**src/design/acm_pkg.sv**
```systemverilog
package acm_pkg;
    // Widths and counts
    localparam int ENGINES = 2;
    localparam int CMD_W = 32;
    localparam int REG_W = 16;
    localparam int RES_W = 14;
    localparam int RAW_W = 12;
    localparam int RAW_SHIFT = 2;
    localparam int GAIN_W = 15;
    localparam int GAIN_FRAC = 14;
    localparam int OFFSET_W = 14;
    localparam int PROD_W = RES_W + GAIN_W;
    localparam int SUM_W = 17;
    localparam int TAG_W = 4;
    localparam int CHAN_W = 8;

    // Command word fields
    localparam int CMD_SEL_BIT = 25;
    localparam int CMD_CAL_BIT = 24;
    localparam int CMD_RD_BIT = 24;
    localparam int CMD_TAG_LSB = 20;
    localparam int CMD_LST_LSB = 18;
    localparam int CMD_CHAN_LSB = 8;
    localparam int CMD_VAL_LSB = 8;

    // Engine internal register addresses
    localparam logic [7:0] ADDR_CONV = 8'h00;
    localparam logic [7:0] ADDR_CTRL = 8'h01;
    localparam logic [7:0] ADDR_TSTAMP = 8'h02;
    localparam logic [7:0] ADDR_TBASE = 8'h03;
    localparam logic [7:0] ADDR_GAIN = 8'h04;
    localparam logic [7:0] ADDR_OFFSET = 8'h05;

    // Reference channels and their sample-time codes
    localparam logic [7:0] CHAN_HIGH_REF = 8'h2b;
    localparam logic [7:0] CHAN_LOW_REF = 8'h2c;
    localparam logic [1:0] LST_HIGH_REF = 2'b00;
    localparam logic [1:0] LST_LOW_REF = 2'b10;
    localparam logic [7:0] SAMP_CYC_0 = 8'h02;
    localparam logic [7:0] SAMP_CYC_1 = 8'h08;
    localparam logic [7:0] SAMP_CYC_2 = 8'h40;
    localparam logic [7:0] SAMP_CYC_3 = 8'h80;
    localparam logic [1:0] REF_SEL_NONE = 2'b00;
    localparam logic [1:0] REF_SEL_HIGH = 2'b01;
    localparam logic [1:0] REF_SEL_LOW = 2'b10;

    // MAC constants and reset values
    localparam logic signed [16:0] HALF_LSB_ADJ = 17'sh00002;
    localparam logic signed [16:0] RES_MAX = 17'sh03fff;
    localparam logic [14:0] GAIN_RESET = 15'h4000;
    localparam logic [13:0] OFFSET_RESET = 14'h0000;
    localparam logic [15:0] MISC_RESET = 16'h0000;

    // Controller software register offsets
    localparam logic [3:0] HREG_CMD = 4'h0;
    localparam logic [3:0] HREG_STATUS = 4'h1;
    localparam logic [3:0] HREG_REF = 4'h2;
    localparam logic [3:0] HREG_RES0 = 4'h3;
    localparam logic [3:0] HREG_RES1 = 4'h4;
    localparam logic [3:0] HREG_GAIN = 4'h5;
    localparam logic [3:0] HREG_OFFSET = 4'h6;
    localparam int STAT_PEND_BIT = 0;
    localparam int STAT_OVR_BIT = 3;
    localparam int STAT_CALERR_BIT = 4;

    typedef enum logic [1:0] {
        ST_IDLE = 2'b00,
        ST_SAMPLE = 2'b01,
        ST_MAC = 2'b11,
        ST_ANSWER = 2'b10
    } acm_state_t;

    function automatic logic [7:0] acm_samp_cycles(input logic [1:0] code);
        case (code)
            2'b00: acm_samp_cycles = SAMP_CYC_0;
            2'b01: acm_samp_cycles = SAMP_CYC_1;
            2'b10: acm_samp_cycles = SAMP_CYC_2;
            default: acm_samp_cycles = SAMP_CYC_3;
        endcase
    endfunction

    function automatic logic [31:0] acm_conv_word(input logic sel,
        input logic cal, input logic [3:0] tag, input logic [1:0] sample_time_code,
        input logic [7:0] chan);
        acm_conv_word = '0;
        acm_conv_word[CMD_SEL_BIT] = sel;
        acm_conv_word[CMD_CAL_BIT] = cal;
        acm_conv_word[CMD_TAG_LSB +: TAG_W] = tag;
        acm_conv_word[CMD_LST_LSB +: 2] = sample_time_code;
        acm_conv_word[CMD_CHAN_LSB +: CHAN_W] = chan;
    endfunction

    function automatic logic [31:0] acm_write_word(input logic sel,
        input logic [7:0] addr, input logic [15:0] value);
        acm_write_word = '0;
        acm_write_word[CMD_SEL_BIT] = sel;
        acm_write_word[CMD_VAL_LSB +: REG_W] = value;
        acm_write_word[7:0] = addr;
    endfunction
endpackage

```
**src/design/acm_link_if.sv**
```systemverilog
`timescale 1ns/1ps
interface acm_link_if;
    logic cmd_valid;
    logic [31:0] cmd_word;
    logic cmd_ready;
    logic res_valid;
    logic [15:0] res_data;
    logic [3:0] res_tag;
    logic res_engine;

    modport dev (
        input cmd_valid,
        input cmd_word,
        output cmd_ready,
        output res_valid,
        output res_data,
        output res_tag,
        output res_engine
    );

    modport ctl (
        output cmd_valid,
        output cmd_word,
        input cmd_ready,
        input res_valid,
        input res_data,
        input res_tag,
        input res_engine
    );
endinterface

```
**src/design/acm_mac.sv**
```systemverilog
`timescale 1ns/1ps
module acm_mac
    import acm_pkg::*;
(
    // Clock and reset
    input wire logic ref_clk,
    input wire logic rst,
    // Operands
    input wire logic start,
    input wire logic cal_en,
    input wire logic [11:0] raw,
    input wire logic [14:0] gain,
    input wire logic [13:0] offset,
    // Result
    output logic done,
    output logic [13:0] result
);
    wire [13:0] shifted = {raw, 2'b00}; // see RULE1
    // Full 29-bit product, so no code is lost before scaling
    wire [28:0] prod = {15'h0000, shifted} * {14'h0000, gain}; // see RULE6
    wire [14:0] scaled = prod[28:14];
    wire signed [16:0] sum = $signed({2'b00, scaled})
        + $signed({{3{offset[13]}}, offset}) + HALF_LSB_ADJ; // see RULE7
    wire [13:0] clamped = (sum < 17'sh00000) ? 14'h0000 :
        (sum > RES_MAX) ? 14'h3fff : sum[13:0]; // see RULE14
    wire [13:0] next_result = cal_en ? clamped : shifted; // see RULE4

    always_ff @(posedge ref_clk or posedge rst) begin
        if (rst) begin
            done <= 1'b0;
            result <= 14'h0000;
        end else begin
            done <= start;
            if (start) begin
                result <= next_result;
            end
        end
    end
endmodule // acm_mac

```
**src/design/acm_engine.sv**
```systemverilog
// Notes on behaviour
// RULE1 - Raw result shifted left two, 14-bit terms
// RULE2 - Channel 43 high reference, 2-cycle sample
// RULE3 - Channel 44 low reference, 64-cycle sample
// RULE4 - Calibration bit clear returns raw result
// RULE5 - Message tag zero lands in buffer zero
// RULE6 - Gain is unsigned 1.14 fixed point
// RULE7 - Result is raw times gain, plus offset, plus two
// RULE8 - Offset keeps only low 14 bits, signed
// RULE9 - Each engine keeps its own coefficients
// RULE10 - Controller loads coefficients before calibrated conversions
// RULE11 - Write word: value bit 8, address, select bit 25
// RULE12 - Six internal registers, reached only by messages
// RULE13 - Gain bit 15 reserved, integer bit 14, then fraction
// RULE14 - Calibrated result clamps at 14-bit limits
// RULE15 - Reset gives unity gain, zero offset
`timescale 1ns/1ps
module acm_engine
    import acm_pkg::*;
(
    // Clock and reset
    input wire logic ref_clk,
    input wire logic rst,
    // Command and result link
    acm_link_if.dev link,
    // Converter front end
    output logic samp_active,
    output logic samp_engine,
    output logic [7:0] samp_channel,
    output logic [1:0] ref_select,
    input wire logic [11:0] samp_data
);
    acm_state_t state;
    logic cmd_ready;
    logic res_valid;
    logic [15:0] res_data;
    logic [3:0] res_tag;
    logic res_engine;
    logic [7:0] samp_count;
    logic cur_sel;
    logic cur_cal;
    logic [3:0] cur_tag;
    logic [11:0] raw_q;
    logic mac_start;
    logic mac_done;
    logic [13:0] mac_result;
    // One coefficient set per engine, never shared
    logic [14:0] gain [ENGINES]; // see RULE9
    logic [13:0] offset [ENGINES]; // see RULE9
    logic [15:0] ctrl_reg [ENGINES];
    logic [15:0] tstamp_reg [ENGINES];
    logic [15:0] tbase_reg [ENGINES];

    assign link.cmd_ready = cmd_ready;
    assign link.res_valid = res_valid;
    assign link.res_data = res_data;
    assign link.res_tag = res_tag;
    assign link.res_engine = res_engine;

    // Command decode
    wire take = link.cmd_valid && cmd_ready;
    wire [7:0] c_addr = link.cmd_word[7:0];
    wire c_sel = link.cmd_word[CMD_SEL_BIT]; // see RULE11
    wire c_flag = link.cmd_word[CMD_CAL_BIT];
    wire [3:0] c_tag = link.cmd_word[CMD_TAG_LSB +: TAG_W];
    wire [1:0] c_lst = link.cmd_word[CMD_LST_LSB +: 2];
    wire [7:0] c_chan = link.cmd_word[CMD_CHAN_LSB +: CHAN_W];
    wire [15:0] c_val = link.cmd_word[CMD_VAL_LSB +: REG_W]; // see RULE11
    wire is_conv = (c_addr == ADDR_CONV);
    wire is_rd = !is_conv && c_flag;
    wire is_wr = !is_conv && !c_flag;
    wire [7:0] samp_len = acm_samp_cycles(c_lst); // see RULE2 RULE3
    wire [1:0] c_ref = (c_chan == CHAN_HIGH_REF) ? REF_SEL_HIGH :
        (c_chan == CHAN_LOW_REF) ? REF_SEL_LOW : REF_SEL_NONE;

    // Register read mux; reserved bits and addresses read zero
    wire [15:0] rd_value =
        (c_addr == ADDR_CTRL) ? ctrl_reg[c_sel] :
        (c_addr == ADDR_TSTAMP) ? tstamp_reg[c_sel] :
        (c_addr == ADDR_TBASE) ? tbase_reg[c_sel] :
        (c_addr == ADDR_GAIN) ? {1'b0, gain[c_sel]} : // see RULE13
        (c_addr == ADDR_OFFSET) ? {2'b00, offset[c_sel]} :
        16'h0000; // see RULE12

    // Internal registers, written only by write messages
    always_ff @(posedge ref_clk or posedge rst) begin
        if (rst) begin
            for (int e = 0; e < ENGINES; e++) begin
                gain[e] <= GAIN_RESET; // see RULE15
                offset[e] <= OFFSET_RESET; // see RULE15
                ctrl_reg[e] <= MISC_RESET;
                tstamp_reg[e] <= MISC_RESET;
                tbase_reg[e] <= MISC_RESET;
            end
        end else if (take && is_wr) begin // see RULE12
            case (c_addr)
                ADDR_CTRL: ctrl_reg[c_sel] <= c_val;
                ADDR_TSTAMP: tstamp_reg[c_sel] <= c_val;
                ADDR_TBASE: tbase_reg[c_sel] <= c_val;
                ADDR_GAIN: gain[c_sel] <= c_val[14:0]; // see RULE13
                // Upper two bits dropped, sign kept in bit 13
                ADDR_OFFSET: offset[c_sel] <= c_val[13:0]; // see RULE8
                default: ;
            endcase
        end
    end

    // Sequencer
    always_ff @(posedge ref_clk or posedge rst) begin
        if (rst) begin
            state <= ST_IDLE;
            cmd_ready <= 1'b1;
            res_valid <= 1'b0;
            res_data <= 16'h0000;
            res_tag <= 4'h0;
            res_engine <= 1'b0;
            samp_active <= 1'b0;
            samp_engine <= 1'b0;
            samp_channel <= 8'h00;
            ref_select <= REF_SEL_NONE;
            samp_count <= 8'h00;
            cur_sel <= 1'b0;
            cur_cal <= 1'b0;
            cur_tag <= 4'h0;
            raw_q <= 12'h000;
            mac_start <= 1'b0;
        end else begin
            case (state)
                ST_IDLE: begin
                    if (take && is_conv) begin
                        cmd_ready <= 1'b0;
                        cur_sel <= c_sel;
                        cur_cal <= c_flag;
                        cur_tag <= c_tag;
                        samp_active <= 1'b1;
                        samp_engine <= c_sel;
                        samp_channel <= c_chan;
                        ref_select <= c_ref; // see RULE2 RULE3
                        samp_count <= 8'(samp_len - 8'h01);
                        state <= ST_SAMPLE;
                    end else if (take && is_rd) begin
                        cmd_ready <= 1'b0;
                        res_valid <= 1'b1;
                        res_data <= rd_value; // see RULE12
                        res_tag <= c_tag;
                        res_engine <= c_sel;
                        state <= ST_ANSWER;
                    end
                end
                ST_SAMPLE: begin
                    if (samp_count == 8'h00) begin
                        samp_active <= 1'b0;
                        ref_select <= REF_SEL_NONE;
                        raw_q <= samp_data;
                        mac_start <= 1'b1;
                        state <= ST_MAC;
                    end else begin
                        samp_count <= 8'(samp_count - 8'h01);
                    end
                end
                ST_MAC: begin
                    mac_start <= 1'b0;
                    if (mac_done) begin
                        res_valid <= 1'b1;
                        res_data <= {2'b00, mac_result};
                        // Tag names the result buffer downstream
                        res_tag <= cur_tag; // see RULE5
                        res_engine <= cur_sel; // see RULE9
                        state <= ST_ANSWER;
                    end
                end
                ST_ANSWER: begin
                    res_valid <= 1'b0;
                    cmd_ready <= 1'b1;
                    state <= ST_IDLE;
                end
                default: begin
                    state <= ST_IDLE;
                    cmd_ready <= 1'b1;
                    res_valid <= 1'b0;
                    samp_active <= 1'b0;
                    mac_start <= 1'b0;
                end
            endcase
        end
    end

    // Coefficients stay put during a conversion: writes only land in idle
    acm_mac i_acm_mac (
        .ref_clk(ref_clk),
        .rst(rst),
        .start(mac_start),
        .cal_en(cur_cal), // see RULE4
        .raw(raw_q),
        .gain(gain[cur_sel]), // see RULE9
        .offset(offset[cur_sel]),
        .done(mac_done),
        .result(mac_result)
    );
endmodule // acm_engine

```
**src/flat_wrapper.sv**
```systemverilog
// flat-port wrapper written by rule: the top's interface ports become plain ports
module acm_engine_flat import acm_pkg::*;
  (ref_clk, rst, samp_active, samp_engine, samp_channel, ref_select, samp_data, link_cmd_valid, link_cmd_word, link_cmd_ready, link_res_valid, link_res_data, link_res_tag, link_res_engine);
  acm_link_if link_i ();
  input wire logic ref_clk;
  input wire logic rst;
  output logic samp_active;
  output logic samp_engine;
  output logic [7:0] samp_channel;
  output logic [1:0] ref_select;
  input wire logic [11:0] samp_data;
  input wire logic [$bits(link_i.cmd_valid)-1:0] link_cmd_valid;
  input wire logic [$bits(link_i.cmd_word)-1:0] link_cmd_word;
  output wire logic [$bits(link_i.cmd_ready)-1:0] link_cmd_ready;
  output wire logic [$bits(link_i.res_valid)-1:0] link_res_valid;
  output wire logic [$bits(link_i.res_data)-1:0] link_res_data;
  output wire logic [$bits(link_i.res_tag)-1:0] link_res_tag;
  output wire logic [$bits(link_i.res_engine)-1:0] link_res_engine;
  assign link_i.cmd_valid = link_cmd_valid;
  assign link_i.cmd_word = link_cmd_word;
  assign link_cmd_ready = link_i.cmd_ready;
  assign link_res_valid = link_i.res_valid;
  assign link_res_data = link_i.res_data;
  assign link_res_tag = link_i.res_tag;
  assign link_res_engine = link_i.res_engine;
  acm_engine u_core (.ref_clk(ref_clk), .rst(rst), .link(link_i), .samp_active(samp_active), .samp_engine(samp_engine), .samp_channel(samp_channel), .ref_select(ref_select), .samp_data(samp_data));
endmodule
```
**config.mk**
```make
export PLATFORM = sky130hd
export DESIGN_NAME = acm_engine_flat
export DESIGN_NICKNAME = d
export VERILOG_FILES = /design/src/design/acm_pkg.sv /design/src/design/acm_link_if.sv /design/src/design/acm_mac.sv /design/src/design/acm_engine.sv /design/src/flat_wrapper.sv
export SDC_FILE = /design/constraint.sdc
export NUM_CORES = 1
export LEC_CHECK = 0
export BUFFER_PORTS_ARGS = -buffer_cell sky130_fd_sc_hd__buf_2
export CAP_MARGIN = 20
export CORE_MARGIN = 2
export CORE_UTILIZATION = 55
export DETAILED_ROUTE_END_ITERATION = 6
export HOLD_SLACK_MARGIN = 0.1
export PLACE_DENSITY_LB_ADDON = 0.25
export SLEW_MARGIN = 20
export SYNTH_ARGS = -nofsm -noshare
export SYNTH_HDL_FRONTEND = slang
export SYNTH_SLANG_ARGS = --single-unit
```
**constraint.sdc**
```tcl
create_clock -name ref_clk -period 15.85 [get_ports ref_clk]
set_clock_uncertainty 0.15 [all_clocks]
set_input_delay 2.3775 -clock ref_clk [delete_from_list [all_inputs] [get_ports ref_clk]]
set_output_delay 2.3775 -clock ref_clk [all_outputs]
set_load 0.05 [all_outputs]
```
==> impl_results.md, run 1 <==
- Status: finished, final reports clean
- Row cnt: between 60 and 70
- Slew headroom: a little over a quarter
- Die height: approximately 180 um
- WS Path Type: reg -> reg
- Worst reg2reg endpoint: u_core.i_acm_mac.result[13]
- Max Clock Freq: around 110 MHz
- Final setup violation count: 0
- Port Buffers: 75
- First-pass GRT wire length: 67700 um
- Async set or reset register ratio after synthesis: 100%
- Die ar.: approximately 0.033 mm2
- Main combinational cell family by area after synthesis: adder cells
- Initial core utilization: between 50% and 60%
- DR iter-0 viols: 845
- Post-Synth Adder-Cell Area: between 20% and 30%
- Drt wl/cell: between 20 and 25 um
- Required time worst endpoint: ~16000 ps
- P&R area growth vs syn: 8.36%
- Total grt overflow: 0
- Max VDD drop: approximately 0.08 mV
- Met3 routed WL: about 2400 um
- Worst-Margin Slew: between 1000 and 1500 ps
- Top routing layer used: met4
- Crit path from: u_core.samp_engine
- CORE AREA: between 0.03 and 0.04 mm2
- DRC: 0
- Detailed Route WL: 41500 um
- Worst-Skew Late Latency: 560 ps
- Synth Flop Type: dfrtp_1
- Area leader, netlist: dfrtp_1
- DP HPWL: 30000 um
- Routability congestion estimate: just under 0.9
- Cts hold-fix bufs: 0
- Most frequent cell after synthesis: dfrtp_1
- # IOs: 82
- Clk slew on worst S/H paths: ~60 ps
- Crit. End Element: register
- Worst Reg-to-Reg Cells: 29
- Via/cell ratio: approximately 5.9
- Layout cells sized above 1: roughly 22%
- Maximum fanout along the worst path: 33
- Largest cells by area after synthesis: dfrtp_1 33%, fa_1 15%, mux2_2 13%
- Non-filler cells in the finished layout: between 2000 and 2500
- Crit-path slowest cell: mux2_2
- Most frequent CP cell: fa_1
- H-tree levels: 1
- Clock tree from TritonCTS: built
- Met2 routed WL: between 15000 and 20000 um
- Power Density: 79.8 mW/mm2
- Setup crit start kind: register
- Synth Instances: roughly 1600
- GRT Total Usage: between 20% and 30%
- Reg-to-Reg Start: u_core.samp_engine
- Max cap viols: 0
- Dpl cells: 2023
- Post-CTS sizing: 0
- Yosys top cell area share: 33.2%
- Cell variety after synth: 73
- Critical Path AT: approximately 9100 ps
- Max incr delay on CP: around 550 ps
- Clock buffer depth: 3
- RSZ-0062 raised after global routing: no
- Nets: between 1500 and 2000
- Post-synthesis compound-gate area fraction: between 7 and 8%
- Post-route ant nets: 0
- Pin count of the biggest net entering global routing: 105
- Syn Nets: 1905
- Multiplexer share of the synthesized area: 17.9%
- Post-CTS Setup Inserts: 0
- Post-Syn Area: between 0.015 and 0.02 mm2
- Num CTS Buffers: 26
- Vias in the first global route: 12500
- Most frequent cells after synthesis: 229 x dfrtp_1, 226 x nand2_1, 195 x mux2_2
- Xor-xnor portion of the synthesized cell area: 1.37%
- Vias post-DR: roughly 12000
- Pins Over Slew Limit: 0
- CTS root buffer: clkbuf_16
- Yosys reg bits: between 200 and 250
- Worst reg2reg setup slack: between 6000 and 7000 ps
- Minimum clock period: 8890 ps
- Hold crit path type: reg -> reg
- Yosys warning count: 0
- Final Hold Fails: 0
- Crit share post-route: a little under three fifths
- M1 wire length: approximately 18000 um
- Sink Count: 232
- Chip width: around 180 um
- Fin Setup TNS: 0 ps
- Mean Syn Cell Area: about 11 um2
- Sequential area share after synthesis: 33.6%
- Initial antenna violation count: 1
- Setup crit end: u_core.i_acm_mac.result[13]
- Post-synth EDFFs: 0
- DR pass1 iterations: 5
- Post-synthesis simple-gate area fraction: 11.1%
- Leakage: between 9 and 10 nW
-- cell families (layout without fill, tap and decap cells) --
| logic type | Yosys count | in the layout |
|---|---|---|
| other | 0 | 1 |
| multiplexers | 265 | 265 |
| buffers and inverters | 275 | 314 |
| AND/OR/NAND/NOR | 401 | 401 |
| AO/OA/AOI/OAI | 214 | 214 |
| adder cells (fa/ha/maj) | 222 | 222 |
| XOR/XNOR | 27 | 27 |
| flip-flops | 232 | 232 |
-- per-stage QoR --
step | hold WS (ps) | util, % | setup slack (ps) | area (um2) | power (mW)
global route | 345 | 60.8 | 6440 | 18700 | 1.56
detailed placement | 307 | 57.9 | 7000 | 17800 | 0.880
CTS | 319 | 60.8 | 6990 | 18700 | 1.51
global placement | 302 | 57.9 | 7060 | 17800 | 0.874
finish | 318 | 60.8 | 6960 | 18700 | 1.49
floorplan | 242 | - | 6970 | 17300 | 0.813
-- cells in the final DEF, fill, tap and decap left out, types with 6 or more instances in the layout --
cell type	count
a21o_1	10
a21oi_1	42
and2_1	47
buf_2	74
buf_4	8
clkbuf_16	26
clkbuf_8	6
clkinv_2	7
dfrtp_1	229
fa_1	130
ha_1	92
inv_1	183
mux2_2	195
mux2i_1	55
mux4_2	15
nand2_1	226
nand3_1	10
nor2_1	55
nor3_1	9
o21a_1	10
o21ai_0	64
o22a_1	14
o22ai_1	33
xnor2_1	16
xor2_1	11
-- worst min path at each step --
stage                            from                     end  cells after the start
5_1_grt         u_core.i_acm_mac.done         u_core.state[0]                      1
4_1_cts         u_core.i_acm_mac.done         u_core.state[0]                      1
3_5_place_dp   u_core.samp_channel[1]  u_core.samp_channel[1]                      2
6_report           u_core.samp_active      u_core.samp_active                      2
3_3_place_gp   u_core.samp_channel[2]  u_core.samp_channel[2]                      2
2_1_floorplan        u_core.mac_start   u_core.i_acm_mac.done                      0
-- where the power goes --
group	leakage (nW)	internal [mW]	switching, mW
Combinational	6.06	0.0588	0.128
Clock	0.446	0.365	0.259
Sequential	3.15	0.633	0.0504
-- worst max-delay path: cells and delay by family (launching register included) --
kind / cells / cell delay (ps)
compound gates: 9 / 2470
mux: 1 / 550
buf+inv: 5 / 600
flops: 1 / 350
simple gates: 5 / 1050
fa+ha+maj: 8 / 3390
xor+xnor: 1 / 140
-- layer usage --
layer	global-route usage, %	up-vias
li1	-	5519
met5	0	-
met4	6.63	0
met3	3.71	62
met2	42.4	352
met1	36.6	6214
-- final cells by class --
cell class,instances,area (um2)
clock buffer,34,741
inverter,184,698
timing repair buffer,82,430
sequential,232,5810
tap,396,495
antenna,1,2.50
clock inverter,14,159
multi-input combinational,1129,10400
fill,2577,12000
Power figures use the tool's default switching activity.
==> inputs of run 2 (changes only) <==
--- a/config.mk
+++ b/config.mk
@@ -5,6 +5,7 @@
 export SDC_FILE = /design/constraint.sdc
 export NUM_CORES = 1
 export LEC_CHECK = 0
+export ABC_AREA = 1
 export BUFFER_PORTS_ARGS = -buffer_cell sky130_fd_sc_hd__buf_2
 export CAP_MARGIN = 20
 export CORE_MARGIN = 2
==> constraint.sdc (replaced) <==
create_clock -name ref_clk -period 8.9 [get_ports ref_clk]
set_clock_uncertainty 0.15 [all_clocks]
set_input_delay 1.335 -clock ref_clk [delete_from_list [all_inputs] [get_ports ref_clk]]
set_output_delay 1.335 -clock ref_clk [all_outputs]
set_load 0.05 [all_outputs]
==> run 2 against run 1 <==
Against the previous run: synthesized cell count is 41% higher; first-iteration DRC count is 63% higher; sequential cell count stayed put; hold slack better by 9.1 ps; wire length is 15% higher; clock-buffer cell count is 2 higher; non-clock buffer count is 5 higher; maximum frequency is 6.4% higher; cell count is 32% higher; sequential share of layout area is 0.43 points lower; register-to-register slack worse by 6400 ps; final area is 1.4% higher; critical endpoint is now u_core.i_acm_mac.result[11]; largest power group is now the clock network.
==> impl_results.md, run 2 <==
- Via/cell ratio: 5.54 (-5.4%)
- Chip width: 183 um (+0.97%)
- DRC: 0 (unchanged)
- Max Clock Freq: 120 MHz (+6.4%)
- Minimum clock period: 8360 ps (-534 ps)
- Slew headroom: 27.5% (+0.83 points)
- Post-route ant nets: 0 (unchanged)
- Yosys top cell area share: 32.5% (-0.65 points)
- Cts hold-fix bufs: 0 (unchanged)
- Main combinational cell family by area after synthesis: simple AND/OR/NAND/NOR gates
- Final Cell Area: 0.0190 mm2 (+1.4%)
- Xor-xnor portion of the synthesized cell area: 1.04% (-0.33 points)
- WP buf/inv: 6 (+1)
- Async set or reset register ratio after synthesis: 100% (unchanged)
- Vias in the first global route: 14900 (+19%)
- Crit share post-route: 93.9% (+38 points)
- H-tree levels: 1 (unchanged)
- WHS: 328 ps (+9.12 ps)
- Post-CTS sizing: 0 (unchanged)
- Largest cells by area after synthesis: dfrtp_1 33%, nand2_1 16%, fa_1 15%
- Sequential area share after synthesis: 33.0% (-0.66 points)
- DR iter-0 viols: 1377 (+63%)
- Post-route core utilization: 60.1% (-0.72 points)
- Ant. Diodes: 0 (-1)
- Post-synthesis compound-gate area fraction: 12.4% (+4.6 points)
- Placement Setup Slack: 713 ps (-6290 ps)
- Drt wl/cell: 17.5 um (-13%)
- Post-CTS Setup Inserts: 0 (unchanged)
- Final Hold Fails: 0 (unchanged)
- Nets: 2582 (+34%)
- Cell variety after synth: 44 (-40%)
- Number of fill cells: 2842 (+10%)
- Status: finished, final reports clean
- CTS root buffer: clkbuf_16
- Row cnt: 65 (+1.6%)
- Crit-path leading delay family: adder cells
- Total grt overflow: 0 (unchanged)
- Crit-path slowest cell: nor2_1
- Max cap viols: 0 (unchanged)
- Pin count of the biggest net entering global routing: 94 (-10%)
- Max incr delay on CP: 820 ps (+270 ps)
- Synth Instances: 2301 (+41%)
- Clock buffer depth: 3 (unchanged)
- Fin Setup TNS: 0 ps (unchanged)
- Sink Count: 232 (unchanged)
- Area leader, netlist: dfrtp_1
- GRT Total Usage: 29.7% (+3.7 points)
- P&R area growth vs syn: 7.72%
- Post-synthesis simple-gate area fraction: 22.3% (+11 points)
- Routability congestion estimate: 0.920 (+5.2%)
- DP HPWL: 35400 um (+18%)
- Clk slew on worst S/H paths: 60 ps (about the same)
- Num CTS Buffers: 25 (-3.8%)
- First-pass GRT wire length: 78300 um (+16%)
- Yosys warning count: 0 (unchanged)
- Area after DPL: 0.0181 mm2 (+1.7%)
- Mean Syn Cell Area: 7.65 um2 (-27%)
- Initial antenna violation count: 1 (unchanged)
- Syn Nets: 2570 (+35%)
- # IOs: 82 (unchanged)
- Most frequent cells after synthesis: 737 x nand2_1, 319 x inv_1, 252 x o21ai_0
- Multiplexer share of the synthesized area: 0.114% (-18 points)
- Hold crit path type: reg -> reg
- Post-Synth Adder-Cell Area: 21.3% (-0.43 points)
- Required time worst endpoint: 9180 ps (-6920 ps)
- Detailed Route WL: 47800 um (+15%)
- WS Path Type: reg -> reg
- Initial core utilization: 55.8% (-0.34 points)
- Final worst setup slack: 542 ps (-6420 ps)
- Clock tree from TritonCTS: built
- Power Density: 167 mW/mm2 (+110%)
- Die height: 183 um (+0.97%)
- Pins Over Slew Limit: 0 (unchanged)
- Post-synth EDFFs: 0 (unchanged)
- Synth Flop Type: dfrtp_1
- Most frequent CP cell: nand2_1
- Port Buffers: 75 (unchanged)
- Most frequent cells in the layout: 737 x nand2_1, 318 x inv_1, 252 x o21ai_0
- Most frequent cell after synthesis: nand2_1
- Setup crit start kind: register
- RSZ-0062 raised after global routing: no
- Layout cells sized above 1: 7.46% (-15 points)
- Crit. End Element: register
- Die ar.: 0.0335 mm2 (+2.0%)
- Vias post-DR: 15200 (+25%)
- CORE AREA: 0.0316 mm2 (+2.6%)
- Worst-Skew Late Latency: 540 ps (-20 ps)
- Final setup violation count: 0 (unchanged)
- Leakage: 10.2 nW (+5.6%)
- Critical Path AT: 8640 ps (-500 ps)
- Post-Syn Area: 0.0176 mm2 (+2.0%)
- Maximum fanout along the worst path: 40 (+21%)
- DR pass1 iterations: 6 (+1)
- Commonest non-fill, non-tap cell in the layout: nand2_1
- Max VDD drop: 0.167 mV (+110%)
- Worst-Margin Slew: 1080 ps (-16.4 ps)
- Yosys reg bits: 232 (unchanged)
## run 2: where the power goes
group / internal (mW) / leakage, nW / switching, mW / total [mW]
clock: 0.637 / 0.422 / 0.445 / 1.08
sequential: 1.07 / 3.09 / 0.00598 / 1.07
combinational: 0.362 / 6.68 / 0.660 / 1.02
total: 2.06 / 10.2 / 1.11 / 3.18
## run 2: final timing paths
kind / start / endpoint / cells past startpoint / slack (ps)
min in group asynchronous: rst / u_core.ctrl_reg[14] / 2 / 740
worst max register to register: u_core.samp_engine / u_core.i_acm_mac.result[11] / 34 / 540
worst max-delay path: u_core.samp_engine / u_core.i_acm_mac.result[11] / 34 / 540
max in group asynchronous: rst / u_core.link.res_data[1] / 3 / 6470
worst min-delay path: u_core.link.res_valid / u_core.link.res_valid / 2 / 330
worst min register to register: u_core.link.res_valid / u_core.link.res_valid / 2 / 330
## run 2: final cells by class
| class | count | area, um2 | area share (%) |
|---|---|---|---|
| multi-input combinational | 1634 | 10100 | 53.1 |
| sequential | 232 | 5810 | 30.6 |
| inverter | 333 | 1260 | 6.63 |
| clock buffer | 36 | 737 | 3.88 |
| tap | 402 | 503 | 2.65 |
| timing repair buffer | 87 | 465 | 2.45 |
| clock inverter | 9 | 120 | 0.633 |
## run 2: stage by stage
stage          cells  total power, mW
3_5_place_dp    2688             2.09
3_3_place_gp    2688             2.08
5_1_grt         2733             3.37
4_1_cts         2733             3.18
2_1_floorplan   2301             1.84
6_report        2733             3.18
## run 2: routing by layer
metal / global-route usage (%) / wire, um / up-vias
li1: - / - / 7195
met1: 39.9 / 20300 / 7292
met2: 48.8 / 22300 / 555
met3: 3.36 / 2850 / 108
met4: 13.3 / 2330 / 0
met5: 0 / 0 / -
## run 2: logic make-up (layout without fill, tap and decap cells)
logic type,after synthesis,in the layout
mux,2,2
buf+inv,435,465
simple gates,978,978
compound gates,411,411
xor+xnor,21,21
flops,232,232
fa+ha+maj,222,222
## run 2: worst register-to-register path, delay by kind of cell, from the launching register on
| family | cells | cell delay [ps] |
|---|---|---|
| buffers and inverters | 6 | 930 |
| XOR/XNOR | 1 | 200 |
| AND/OR/NAND/NOR | 16 | 2490 |
| AO/OA/AOI/OAI | 2 | 460 |
| flip-flops | 1 | 340 |
| adder cells (fa/ha/maj) | 9 | 3670 |
